$ cat config.mk
export PLATFORM = sky130hd
export DESIGN_NAME = serial_lane_crossbar_control
export DESIGN_NICKNAME = d
export VERILOG_FILES = /design/src/rtl/serial_lane_crossbar_control.v
export VERILOG_INCLUDE_DIRS = /design/src /design/src/inc
export SDC_FILE = /design/constraint.sdc
export NUM_CORES = 1
export LEC_CHECK = 0
export BUFFER_PORTS_ARGS = -buffer_cell sky130_fd_sc_hd__buf_2
export CAP_MARGIN = 20
export CORE_AREA = 2 2 87 89
export CTS_CLUSTER_DIAMETER = 40
export DETAILED_ROUTE_END_ITERATION = 10
export DIE_AREA = 0 0 89 91
export PLACE_DENSITY = 0.76
export SLEW_MARGIN = 5
export SYNTH_ARGS = -nofsm -noshare
export SYNTH_HDL_FRONTEND = slang
export SYNTH_SLANG_ARGS = --single-unit
export TNS_END_PERCENT = 20
$ cat constraint.sdc
create_clock -name CLK_SYS -period 2.11 [get_ports CLK_SYS]
set_input_delay 0.1055 -clock CLK_SYS [delete_from_list [all_inputs] [get_ports CLK_SYS]]
set_output_delay 0.1055 -clock CLK_SYS [all_outputs]
set_load 0.01 [all_outputs]
$ cat src/inc/lane_xbar_consts.vh
/*
  Register offsets, field positions and reset values for the serial lane
  crossbar control block.
  Assumes an include path that reaches inc/ and is shared by rtl/ and tb/.
*/
`ifndef LANE_XBAR_CONSTS_VH
`define LANE_XBAR_CONSTS_VH

// register address width and data width
`define XBAR_ADDR_W 15
`define XBAR_DATA_W 8

// register offsets
`define OFS_LANE_POWER_DOWN_CONTROL 15'h05b0
`define OFS_PHYSICAL_LANE0_MAPPING 15'h05b2
`define OFS_PHYSICAL_LANE1_MAPPING 15'h05b3
`define OFS_PHYSICAL_LANE2_MAPPING 15'h05b5
`define OFS_PHYSICAL_LANE3_MAPPING 15'h05b6
`define OFS_LANE_POLARITY_INVERT 15'h05bf

// reset values
`define RST_LANE_POWER_DOWN_CONTROL 8'h00
`define RST_PHYSICAL_LANE0_MAPPING 3'h0
`define RST_PHYSICAL_LANE1_MAPPING 3'h1
`define RST_PHYSICAL_LANE2_MAPPING 3'h2
`define RST_PHYSICAL_LANE3_MAPPING 3'h3
`define RST_LANE_POLARITY_INVERT 8'h00

// field layout
`define MAP_FIELD_MSB 2
`define MAP_FIELD_W 3
`define POWER_DOWN_BITS_MASK 8'h55
`define UNMAPPED_READ_VALUE 8'h00

// logical lane codes of a mapping field
`define MAP_CODE_LOGICAL_0 3'h0
`define MAP_CODE_LOGICAL_1 3'h1
`define MAP_CODE_LOGICAL_2 3'h2
`define MAP_CODE_LOGICAL_3 3'h3

`endif

$ cat src/rtl/serial_lane_crossbar_control.v
/*
  Control registers and datapath for four serial output lanes: forced
  power-down, physical-to-logical lane crossbar and per-lane polarity invert.
  Assumes a simple synchronous register port (one access per strobe) driven
  by the device's control interface logic, and logical lane words presented
  synchronously to CLK_SYS by the link framer upstream.
*/
`timescale 1ns/1ps
`default_nettype none
`include "lane_xbar_consts.vh"

// Summary of operation
// bits 6 and 4 force physical lanes 3 and 2 into power-down; reset zero.
// bits 2 and 0 force lanes 1 and 0 down; odd bits reserved read-only.
// lane 0 selector, three bits, codes 0..3 pick logical lane; resets to 0.
// lane 1 selector picks its logical lane, same code map; resets to 1.
// lane 2 selector picks its logical lane; resets to 2.
// lane 3 selector picks its logical lane; resets to 3, identity by default.
// invert bits 6,4,2,0 invert lanes 3,2,1,0 data; zero passes; reset zero.

module serial_lane_crossbar_control #(
  parameter LANE_W = 8
) (
  // clock and reset
  input wire CLK_SYS,
  input wire RESET,
  // register port
  input wire [`XBAR_ADDR_W-1:0] REG_ADDR,
  input wire REG_WR,
  input wire [`XBAR_DATA_W-1:0] REG_WDATA,
  input wire REG_RD,
  output reg [`XBAR_DATA_W-1:0] REG_RDATA,
  output reg REG_RVALID,
  // logical lanes from the framer
  input wire [LANE_W-1:0] LOGICAL_LANE_0,
  input wire [LANE_W-1:0] LOGICAL_LANE_1,
  input wire [LANE_W-1:0] LOGICAL_LANE_2,
  input wire [LANE_W-1:0] LOGICAL_LANE_3,
  // physical lanes to the serializers
  output reg [LANE_W-1:0] SERIAL_OUTPUT_LANE_0,
  output reg [LANE_W-1:0] SERIAL_OUTPUT_LANE_1,
  output reg [LANE_W-1:0] SERIAL_OUTPUT_LANE_2,
  output reg [LANE_W-1:0] SERIAL_OUTPUT_LANE_3,
  output reg [3:0] LANE_POWER_DOWN
);

  ////////////////////////////////////////////////////////////////////////////
  // register state

  reg [`XBAR_DATA_W-1:0] power_down_ctl;
  reg [`MAP_FIELD_W-1:0] lane0_map;
  reg [`MAP_FIELD_W-1:0] lane1_map;
  reg [`MAP_FIELD_W-1:0] lane2_map;
  reg [`MAP_FIELD_W-1:0] lane3_map;
  reg [`XBAR_DATA_W-1:0] invert_ctl;

  wire [4*LANE_W-1:0] logical_bus;
  assign logical_bus = {LOGICAL_LANE_3, LOGICAL_LANE_2, LOGICAL_LANE_1, LOGICAL_LANE_0};

  ////////////////////////////////////////////////////////////////////////////
  // helpers

  // crossbar pick; codes above 3 have no logical lane, so send idle zeros
  // rather than alias onto a lane and duplicate its data
  function [LANE_W-1:0] pick_lane;
    input [`MAP_FIELD_W-1:0] code;
    input [4*LANE_W-1:0] bus;
    begin
      case (code)
        `MAP_CODE_LOGICAL_0: pick_lane = bus[LANE_W-1:0];
        `MAP_CODE_LOGICAL_1: pick_lane = bus[2*LANE_W-1:LANE_W];
        `MAP_CODE_LOGICAL_2: pick_lane = bus[3*LANE_W-1:2*LANE_W];
        `MAP_CODE_LOGICAL_3: pick_lane = bus[4*LANE_W-1:3*LANE_W];
        default: pick_lane = {LANE_W{1'b0}};
      endcase
    end
  endfunction

  // polarity and power-down applied after the crossbar
  function [LANE_W-1:0] lane_out;
    input [LANE_W-1:0] data;
    input invert;
    input down;
    begin
      if (down) begin
        lane_out = {LANE_W{1'b0}};
      end else if (invert) begin
        lane_out = ~data;
      end else begin
        lane_out = data;
      end
    end
  endfunction

  // mapping field read back with the reserved upper bits as zero
  function [`XBAR_DATA_W-1:0] map_read;
    input [`MAP_FIELD_W-1:0] field;
    begin
      map_read = {{(`XBAR_DATA_W-`MAP_FIELD_W){1'b0}}, field};
    end
  endfunction

  ////////////////////////////////////////////////////////////////////////////
  // register writes

  wire wr_power_down;
  wire wr_lane0;
  wire wr_lane1;
  wire wr_lane2;
  wire wr_lane3;
  wire wr_invert;
  assign wr_power_down = REG_WR && (REG_ADDR == `OFS_LANE_POWER_DOWN_CONTROL);
  assign wr_lane0 = REG_WR && (REG_ADDR == `OFS_PHYSICAL_LANE0_MAPPING);
  assign wr_lane1 = REG_WR && (REG_ADDR == `OFS_PHYSICAL_LANE1_MAPPING);
  assign wr_lane2 = REG_WR && (REG_ADDR == `OFS_PHYSICAL_LANE2_MAPPING);
  assign wr_lane3 = REG_WR && (REG_ADDR == `OFS_PHYSICAL_LANE3_MAPPING);
  assign wr_invert = REG_WR && (REG_ADDR == `OFS_LANE_POLARITY_INVERT);

  always @(posedge CLK_SYS) begin
    if (RESET) begin
      power_down_ctl <= `RST_LANE_POWER_DOWN_CONTROL;
      lane0_map <= `RST_PHYSICAL_LANE0_MAPPING;
      lane1_map <= `RST_PHYSICAL_LANE1_MAPPING;
      lane2_map <= `RST_PHYSICAL_LANE2_MAPPING;
      lane3_map <= `RST_PHYSICAL_LANE3_MAPPING;
      invert_ctl <= `RST_LANE_POLARITY_INVERT;
    end else begin
      if (wr_power_down) begin
        // odd bits are read-only zero, so they never store
        power_down_ctl <= REG_WDATA & `POWER_DOWN_BITS_MASK;
      end
      if (wr_lane0) begin
        lane0_map <= REG_WDATA[`MAP_FIELD_MSB:0];
      end
      if (wr_lane1) begin
        lane1_map <= REG_WDATA[`MAP_FIELD_MSB:0];
      end
      if (wr_lane2) begin
        lane2_map <= REG_WDATA[`MAP_FIELD_MSB:0];
      end
      if (wr_lane3) begin
        lane3_map <= REG_WDATA[`MAP_FIELD_MSB:0];
      end
      if (wr_invert) begin
        // all eight bits keep what was written, reserved ones included
        invert_ctl <= REG_WDATA;
      end
    end
  end

  ////////////////////////////////////////////////////////////////////////////
  // register reads

  reg [`XBAR_DATA_W-1:0] next_rdata;

  always @* begin
    case (REG_ADDR)
      `OFS_LANE_POWER_DOWN_CONTROL: next_rdata = power_down_ctl;
      `OFS_PHYSICAL_LANE0_MAPPING: next_rdata = map_read(lane0_map);
      `OFS_PHYSICAL_LANE1_MAPPING: next_rdata = map_read(lane1_map);
      `OFS_PHYSICAL_LANE2_MAPPING: next_rdata = map_read(lane2_map);
      `OFS_PHYSICAL_LANE3_MAPPING: next_rdata = map_read(lane3_map);
      `OFS_LANE_POLARITY_INVERT: next_rdata = invert_ctl;
      default: next_rdata = `UNMAPPED_READ_VALUE;
    endcase
  end

  // read data holds until the next read so a slow master can sample late
  always @(posedge CLK_SYS) begin
    if (RESET) begin
      REG_RDATA <= 8'h00;
      REG_RVALID <= 1'b0;
    end else begin
      REG_RVALID <= REG_RD;
      if (REG_RD) begin
        REG_RDATA <= next_rdata;
      end
    end
  end

  ////////////////////////////////////////////////////////////////////////////
  // lane datapath

  reg [LANE_W-1:0] next_lane0;
  reg [LANE_W-1:0] next_lane1;
  reg [LANE_W-1:0] next_lane2;
  reg [LANE_W-1:0] next_lane3;

  always @* begin
    next_lane0 = lane_out(pick_lane(lane0_map, logical_bus), invert_ctl[0],
      power_down_ctl[0]);
    next_lane1 = lane_out(pick_lane(lane1_map, logical_bus), invert_ctl[2],
      power_down_ctl[2]);
    next_lane2 = lane_out(pick_lane(lane2_map, logical_bus), invert_ctl[4],
      power_down_ctl[4]);
    next_lane3 = lane_out(pick_lane(lane3_map, logical_bus), invert_ctl[6],
      power_down_ctl[6]);
  end

  // one register stage between settings and pins; a register write takes
  // effect on the lanes one cycle after it is taken
  always @(posedge CLK_SYS) begin
    if (RESET) begin
      SERIAL_OUTPUT_LANE_0 <= {LANE_W{1'b0}};
      SERIAL_OUTPUT_LANE_1 <= {LANE_W{1'b0}};
      SERIAL_OUTPUT_LANE_2 <= {LANE_W{1'b0}};
      SERIAL_OUTPUT_LANE_3 <= {LANE_W{1'b0}};
      LANE_POWER_DOWN <= 4'h0;
    end else begin
      SERIAL_OUTPUT_LANE_0 <= next_lane0;
      SERIAL_OUTPUT_LANE_1 <= next_lane1;
      SERIAL_OUTPUT_LANE_2 <= next_lane2;
      SERIAL_OUTPUT_LANE_3 <= next_lane3;
      LANE_POWER_DOWN <= {power_down_ctl[6], power_down_ctl[4],
        power_down_ctl[2], power_down_ctl[0]};
    end
  end

endmodule

`default_nettype wire

Word-level counts from Yosys, hierarchy flattened:

Cells that the tools add are included.
W data, S select, Z words.

* register bits after elaboration: 69
* output and inout bits: 45

* bitwise operators: 4
* reductions and logical operators: 14
* equality and inequality tests: 18
* mux-type cells: 9

Operators with widths (number)
* $pmux W8 S4: 4
* $eq A15 B11 Y1 const B: 6
* $pmux W8 S6: 1
* $mux W8: 4
* $not A8 Y8: 4
* $eq A3 B2 Y1 const B: 8
* $eq A3 B1 Y1 const B: 4
* $logic_not A3 Y1: 4
* $reduce_or A2 Y1: 4
* $logic_and A1 B1 Y1: 6

Longest topological paths before layout:

Gate-level depths: netlist of the first run.

* word-level depth: 4
* gate-level depth with buffers: 6
* gate-level depth less buffers: 5

Worst setup path after synthesis of the first run:

OpenSTA, ideal clock, no wires.

* path type: input -> register
* from: in REG_ADDR[13]
* to: reg lane3_map[0]
* slack: 245 ps
* required time: 1990 ps
* data arrival time: 1744 ps
* library setup time: 120 ps
* stages: 4
* path buffers: 0
* cells stage by stage: or4b_4 > nor4_4 > nand4_1 > a211o_2

* cells in the longest elaborated chain, start to end: 2

RTL lines
* start: declaration: line serial_lane_crossbar_control.v:28 `` input wire [`XBAR_ADDR_W-1:0] REG_ADDR, ``
* $eq A15 B11 Y1
* $logic_and A1 B1 Y1: line serial_lane_crossbar_control.v:116 `` assign wr_lane3 = REG_WR && (REG_ADDR == `OFS_PHYSICAL_LANE3_MAPPING); ``
* end signal: assignment: line serial_lane_crossbar_control.v:125 `` lane3_map <= `RST_PHYSICAL_LANE3_MAPPING; ``
* end signal: assignment: line serial_lane_crossbar_control.v:142 `` lane3_map <= REG_WDATA[`MAP_FIELD_MSB:0]; ``
* end: declaration: line serial_lane_crossbar_control.v:54 `` reg [`MAP_FIELD_W-1:0] lane3_map; ``

No other way between the ends.
A chain may end at the register's enable or synchronous reset.

Worst setup path after layout of the first run:

* from: reg lane1_map[0]
* to: reg SERIAL_OUTPUT_LANE_1[4]

* cells in the longest elaborated chain, start to end: 4
* elaborated cells on any way between the ends: 7
* those cells by class: eq/ne: 3; mux: 2; bitwise: 1; reduce/logical: 1

RTL lines
* start: declaration: line serial_lane_crossbar_control.v:52 `` reg [`MAP_FIELD_W-1:0] lane1_map; ``
* start signal: assignment: line serial_lane_crossbar_control.v:123 `` lane1_map <= `RST_PHYSICAL_LANE1_MAPPING; ``
* start signal: assignment: line serial_lane_crossbar_control.v:136 `` lane1_map <= REG_WDATA[`MAP_FIELD_MSB:0]; ``
* $eq A3 B2 Y1, or another cell as far along: line serial_lane_crossbar_control.v:69 `case (code)`
* $pmux W8 S4 *: line serial_lane_crossbar_control.v:69
* $not A8 Y8: line serial_lane_crossbar_control.v:88 `lane_out = ~data;`
* $mux W8 *: line serial_lane_crossbar_control.v:87 `end else if (invert) begin`
* end signal: assignment: line serial_lane_crossbar_control.v:205 `SERIAL_OUTPUT_LANE_1 <= {LANE_W{1'b0}};`
* end signal: assignment: line serial_lane_crossbar_control.v:211 `SERIAL_OUTPUT_LANE_1 <= next_lane1;`
* end: declaration: line serial_lane_crossbar_control.v:41 `output reg [LANE_W-1:0] SERIAL_OUTPUT_LANE_1,`

Mark *: on every way between the ends. The rest lies on a longest branch, timed or not.

==> impl_metrics.csv, run 1 <==
group,metric,value,unit
setup_path,crit_type,"flip-flop to flip-flop",
synthesis,postSynthCellCount,350,
synthesis,synth_warnings,0,
floorplanning,die_h,91,um
global_route,antenna_found_initial,0,
finish,final_nets,510,
synthesis,synth_top_area_share,38.0,%
cts,cts_root_buffer,"clkbuf_8",
synthesis,ys_types,40,
finish,fin_cells,554,
floorplanning,core,7140,um^2
global_route,grt_pass1_wl,15.0,mm
cts,path_clk_slew,0.08,ns
cts,ctsHtreeMaxLevel,3,
floorplanning,num_rows,31,
placement,dp.cells,536,
sta,min_period_over_period,87.2,%
setup_path,end_kind,"flip-flop",
cts,ctsResizeCount,0,
floorplanning,die_w,89,um
setup_path,worstPathRequired,2.36,ns
setup_path,arrival,2.09,ns
route,wl_met3,986,um
route,drcViolationCount,0,
placement,place_hpwl,6.79,mm
power_and_ir_drop,p_per_area,661,nW/um^2
synthesis,synthArstFlopShare,0,%
finish,diodes,0,
route,via_count,3102,
floorplanning,die_area,8100,um^2
power_and_ir_drop,p_leak,1.97,nW
synthesis,synth.most_common_cell,"dfxtp_1",
sta,slew_violations,0,
cts,cts_buffers,9,
route,drt-pass1-iter-count,4,
worst_hold_path,hold_path_class,"input pin to flip-flop",
sta,holdWs,0.0187,ns
placement,port_buffers,103,
run,max_cap_viol_count,0,
synthesis,syn_area,3630,um^2
power_and_ir_drop,ir_drop,304,uV
synthesis,yosys-top-cells-count,"dfxtp_1, nor2_1, nor2b_1",
synthesis,yosys_register_bits,69,
route,vias_per_cell,5.60,
global_route,grt_overflow_total,0,
finish,area.sequential,1380,um^2
sta,setup_viol,0,
finish,drive_gt1_share,38.2,%
worst_hold_path,worst_hold_path.num_cells,3,
synthesis,syn-num-nets,409,
sta,hold_viol,0,
setup_path,crit_path_start_kind,"flip-flop",
synthesis,syn_avg_cell_area,10.4,um^2
sta,relSlewSlack,56.4,%
global_route,grt_pass1_vias,3124,
route,drt_iter0_markers,136,
synthesis,synth_edf_count,0,
cts,clock_latency,0.36,ns
cts,tritoncts,"done",
setup_path,crit_fanout,10,
sta,rsz0062_at_grt,"false",
setup_path,r2r.worst_path.cells,4,
route,route.met2.wl,4.41,mm
cts,numClockSinks,69,
route,top_layer_used,"met4",
route,final_antenna_net_count,0,
synthesis,synthFlopType,"dfxtp_1",
finish,fillers,603,
status,run_status,"finished clean",
synthesis,synth_largest_area_cell,"dfxtp_1",
synthesis,synthTopCellsByArea,"dfxtp_1, mux4_2, xnor2_1",
global_route,grt_use_total,24.4,%
route,wl_per_cell,16.6,um
finish,multi_input_area,2140,um^2
floorplanning,start_util,50.9,%
floorplanning,ios,104,
synthesis,ys_seq_area_share,38.0,%
sta,worst_pin_slew,0.653,ns
route,met1Wirelength,3.48,mm
route,wl,9.19,mm
placement,place_congestion,0.874,
global_route,grt_max_degree,40,
sta,skew,0.00970,ns
sta,setup_tns,0,ns
sta,period_needed,1.84,ns
sta,max_clock_freq,543,MHz
finish,syn_to_final_growth,23.9,%
cts,clock_path_buffers,2,
==> routing by layer <==
metal  track usage (%)  vias to the layer above
met1              29.6                     1444
met5                 0                        -
met3              7.82                       30
li1                  -                     1435
met2              39.7                      193
met4              9.58                        0
==> area by class of cell <==
| class | count | share of cell area [%] |
|---|---|---|
| Multi-Input combinational cell | 253 | 47.5 |
| Clock buffer | 9 | 2.75 |
| Timing Repair Buffer | 114 | 13.4 |
| Inverter | 4 | 0.333 |
| Sequential cell | 69 | 30.7 |
| Tap cell | 99 | 2.75 |
| Clock inverter | 6 | 2.50 |
==> layout by cell type, fill, tap and decap left out, types with 10 or more instances in the layout <==
| cell | count |
|---|---|
| buf_2 | 103 |
| dfxtp_1 | 69 |
| nor2_1 | 59 |
| nor2b_1 | 36 |
| mux4_2 | 32 |
| xnor2_1 | 32 |
| mux2i_1 | 16 |
| nand2_1 | 13 |
| nand3_1 | 10 |
==> repair_timing <==
action                    CTS  global route
hold endpoints to repair    3             0
hold buffers                3             0
setup buffers               0             0
==> through the flow <==
step | utilization (%) | instance area [um^2] | power (mW) | setup slack [ns]
after floorplan | - | 3630 | 1.56 | 0.245
after global placement | 59.4 | 4240 | 1.70 | 0.211
after detailed placement | 59.4 | 4240 | 1.70 | 0.180
after CTS | 63.1 | 4500 | 3.00 | 0.252
after global routing | 63.1 | 4500 | 3.09 | 0.169
final | 63.1 | 4500 | 2.98 | 0.269
==> report_power, final <==
part / internal (mW) / total [mW] / leakage [nW] / switching, mW
Clock: 0.780 / 1.29 / 0.119 / 0.515
Sequential: 1.34 / 1.35 / 0.565 / 0.00818
Combinational: 0.168 / 0.337 / 1.29 / 0.169
==> logic make-up after synthesis <==
group           Yosys count  share of synthesized area, %
compound gates           31                          5.82
xor+xnor                 32                          7.71
buf+inv                  28                          3.06
flops                    69                          38.0
mux                      51                          25.2
simple gates            139                          20.2
==> worst max-delay path, cell delays in order (launching register included) <==
cell and delay, ns:
dfxtp_1 0.74, mux4_2 0.62, nor2b_1 0.16, xnor2_1 0.16, nor2_1 0.05
==> registers in the layout, summed over array words and instances (netlist names) <==
register              flops
lane2_map                 3
lane3_map                 3
lane1_map                 3
REG_RVALID                1
SERIAL_OUTPUT_LANE_3      8
SERIAL_OUTPUT_LANE_2      8
lane0_map                 3
SERIAL_OUTPUT_LANE_0      8
REG_RDATA                 8
power_down_ctl            4
invert_ctl                8
LANE_POWER_DOWN           4
SERIAL_OUTPUT_LANE_1      8
==> path summary, 6_finish.rpt <==
kind / start / endpoint / slack [ns]
max: lane1_map[0]$_SDFFE_PP1P_ / SERIAL_OUTPUT_LANE_1[4]$_SDFF_PP0_ / 0.27
min: REG_WDATA[6] / power_down_ctl[6]$_SDFFE_PP0P_ / 0.02
max reg2reg: lane1_map[0]$_SDFFE_PP1P_ / SERIAL_OUTPUT_LANE_1[4]$_SDFF_PP0_ / 0.27
min reg2reg: REG_RDATA[6]$_SDFFE_PP0P_ / REG_RDATA[6]$_SDFFE_PP0P_ / 0.47
Note: power is estimated with default switching activity, not from simulation.
==> inputs of run 2 (changes only) <==
--- a/config.mk
+++ b/config.mk
@@ -6,13 +6,15 @@
 export SDC_FILE = /design/constraint.sdc
 export NUM_CORES = 1
 export LEC_CHECK = 0
+export ABC_AREA = 1
 export BUFFER_PORTS_ARGS = -buffer_cell sky130_fd_sc_hd__buf_2
 export CAP_MARGIN = 20
-export CORE_AREA = 2 2 87 89
+export CORE_AREA = 2 2 83 85
+export CTS_BUF_LIST = sky130_fd_sc_hd__clkbuf_2 sky130_fd_sc_hd__clkbuf_4 sky130_fd_sc_hd__clkbuf_8
 export CTS_CLUSTER_DIAMETER = 40
 export DETAILED_ROUTE_END_ITERATION = 10
-export DIE_AREA = 0 0 89 91
-export PLACE_DENSITY = 0.76
+export DIE_AREA = 0 0 85 87
+export PLACE_DENSITY = 0.79
 export SLEW_MARGIN = 5
 export SYNTH_ARGS = -nofsm -noshare
 export SYNTH_HDL_FRONTEND = slang
==> impl_metrics.csv, run 2 <==
group,metric,value,unit
worst_hold_path,worstHoldStart,"REG_WDATA[3]",
floorplanning,core,6570,um^2
route,via_count,3736,
route,final_antenna_net_count,0,
route,wl_per_cell,15.5,um
placement,post_dp_cell_area,3900,um^2
synthesis,synthTopCellsByArea,"dfxtp_1, o22ai_1, a21oi_1",
synthesis,syn_avg_cell_area,7.06,um^2
route,wl,10.3,mm
sta,relSlewSlack,56.1,%
status,run_status,"finished clean",
finish,diodes,0,
worst_hold_path,holdPathEnd,"invert_ctl[3]$_SDFFE_PP0P_",
route,vias_per_cell,5.65,
power_and_ir_drop,ir_drop,399,uV
placement,port_buffers,103,
worst_hold_path,worst_hold_path.num_cells,3,
placement,place_congestion,1.00,
sta,slew_violations,0,
sta,holdWs,0.0255,ns
synthesis,postSynthCellCount,474,
synthesis,ys_types,25,
power_and_ir_drop,p_per_area,671,nW/um^2
global_route,grt_use_total,27.9,%
synthesis,syn_area,3350,um^2
finish,fin_area,4100,um^2
setup_path,crit_path_start_kind,"flip-flop",
synthesis,synth_edf_count,0,
sta,max_clock_freq,683,MHz
finish,syn_to_final_growth,22.5,%
floorplanning,ios,104,
sta,rsz0062_at_grt,"false",
sta,setup_viol,0,
global_route,grt_pass1_vias,3332,
finish,final_common_cell,"buf_2",
setup_path,crit_type,"flip-flop to flip-flop",
route,drt-pass1-iter-count,5,
run,max_cap_viol_count,0,
cts,ctsResizeCount,0,
cts,clock_latency,0.35,ns
cts,post_cts_buffers,0,
synthesis,ys_seq_area_share,41.3,%
sta,min_period_over_period,69.4,%
synthesis,yosys-top-cells-count,"dfxtp_1, o22ai_1, nor2_1",
synthesis,synth_top_area_share,41.3,%
power_and_ir_drop,p_leak,1.90,nW
setup_path,worstPathRequired,2.33,ns
floorplanning,die_w,85,um
cts,cts_root_buffer,"clkbuf_8",
route,drcViolationCount,0,
global_route,antenna_found_initial,0,
setup_path,arrival,1.68,ns
cts,path_clk_slew,0.08,ns
cts,tritoncts,"done",
global_route,grt_pass1_wl,16.2,mm
setup_path,r2r_start,"lane0_map[0]$_SDFFE_PP0P_",
global_route,grt_overflow_total,0,
sta,hold_viol,0,
floorplanning,die_h,87,um
finish,drive_gt1_share,23.4,%
finish,final_nets,635,
cts,hold_buffers,0,
setup_path,r2r_end,"SERIAL_OUTPUT_LANE_0[2]$_SDFF_PP0_",
finish,final_cell_mix,"buf_2, dfxtp_1, o22ai_1",
power_and_ir_drop,p_total,2.75,mW
cts,cts_buffers,9,
setup_path,r2r.worst_path.cells,5,
cts,ctsHtreeMaxLevel,3,
sta,skew,0.0102,ns
synthesis,synth_warnings,0,
synthesis,synth_largest_area_cell,"dfxtp_1",
placement,place_hpwl,7.66,mm
floorplanning,die_area,7400,um^2
cts,clock_path_buffers,2,
synthesis,synthArstFlopShare,0,%
synthesis,synthFlopType,"dfxtp_1",
sta,period_needed,1.46,ns
cts,numClockSinks,69,
floorplanning,num_rows,30,
worst_hold_path,hold_path_class,"input pin to flip-flop",
floorplanning,start_util,51.0,%
sta,worst_pin_slew,0.658,ns
setup_path,reg2reg_slack,0.65,ns
synthesis,syn-num-nets,533,
sta,setup_tns,0,ns
global_route,grt_max_degree,25,
synthesis,synth.most_common_cell,"dfxtp_1",
route,drt_iter0_markers,266,
setup_path,crit_fanout,8,
synthesis,yosys_register_bits,69,
setup_path,end_kind,"flip-flop",
[run 2: changes by cell type after synthesis, moves of 14 or more]
cell | previous run | this run
a21oi_1 | 9 | 58
inv_1 | 4 | 59
mux2i_1 | 16 | 0
mux4_2 | 32 | 0
nand2_1 | 13 | 49
nand3_1 | 10 | 24
nor2b_1 | 36 | 0
o21ai_0 | 5 | 50
o22ai_1 | 0 | 68
xnor2_1 | 32 | 0
[run 2: routing by layer]
metal | vias up | track usage, % | part of all wire [%]
met1 | 1649 | 35.5 | 42
met2 | 203 | 45.7 | 47
met3 | 27 | 4.93 | 7.7
li1 | 1857 | - | -
met4 | 0 | 13.6 | 2.9
met5 | - | 0 | 0
[run 2: how the worst max path moves through the flow]
stage	startpoint	endpoint	slack [ns]	depth (start not counted)
after floorplan	lane3_map[2]$_SDFFE_PP0P_	SERIAL_OUTPUT_LANE_3[4]$_SDFF_PP0_	0.99	6
after global routing	lane0_map[0]$_SDFFE_PP0P_	SERIAL_OUTPUT_LANE_0[7]$_SDFF_PP0_	0.47	5
after global placement	REG_ADDR[9]	invert_ctl[0]$_SDFFE_PP0P_	0.71	9
after detailed placement	REG_ADDR[9]	power_down_ctl[0]$_SDFFE_PP0P_	0.64	9
after CTS	lane0_map[0]$_SDFFE_PP0P_	SERIAL_OUTPUT_LANE_0[2]$_SDFF_PP0_	0.70	5
final	lane0_map[0]$_SDFFE_PP0P_	SERIAL_OUTPUT_LANE_0[2]$_SDFF_PP0_	0.65	5
[run 2: through the flow]
step	std cells	utilization (%)	setup slack (ns)
floorplan	474	-	0.994
global placement	645	59.4	0.706
detailed placement	645	59.4	0.640
CTS	661	62.4	0.700
global route	661	62.4	0.474
finish	661	62.4	0.646
[run 2: power breakdown]
group          switching [mW]  internal, mW  total, mW
Clock                   0.543         0.549       1.09
Sequential             0.0102          1.34       1.35
Combinational           0.191         0.119      0.311
Total                   0.744          2.01       2.75
[run 2: critical path, cell delays in order, from the launching register on]
cell	delay, ns
dfxtp_1	0.39
nand3_1	0.32
o22ai_1	0.28
nor2_1	0.10
o21ai_0	0.17
a21oi_1	0.06
[run 2: final cells by class]
class	count	area, um^2
timing repair buffer	103	515
tap	80	100
clock inverter	7	73.8
fill	602	2470
inverter	63	241
multi-input combinational	330	1660
sequential	69	1380
clock buffer	9	124
[run 2: logic make-up after synthesis]
group	after synthesis	share of synthesized area, %
buf+inv	75	9.01
compound gates	185	30.9
flops	69	41.3
simple gates	145	18.8
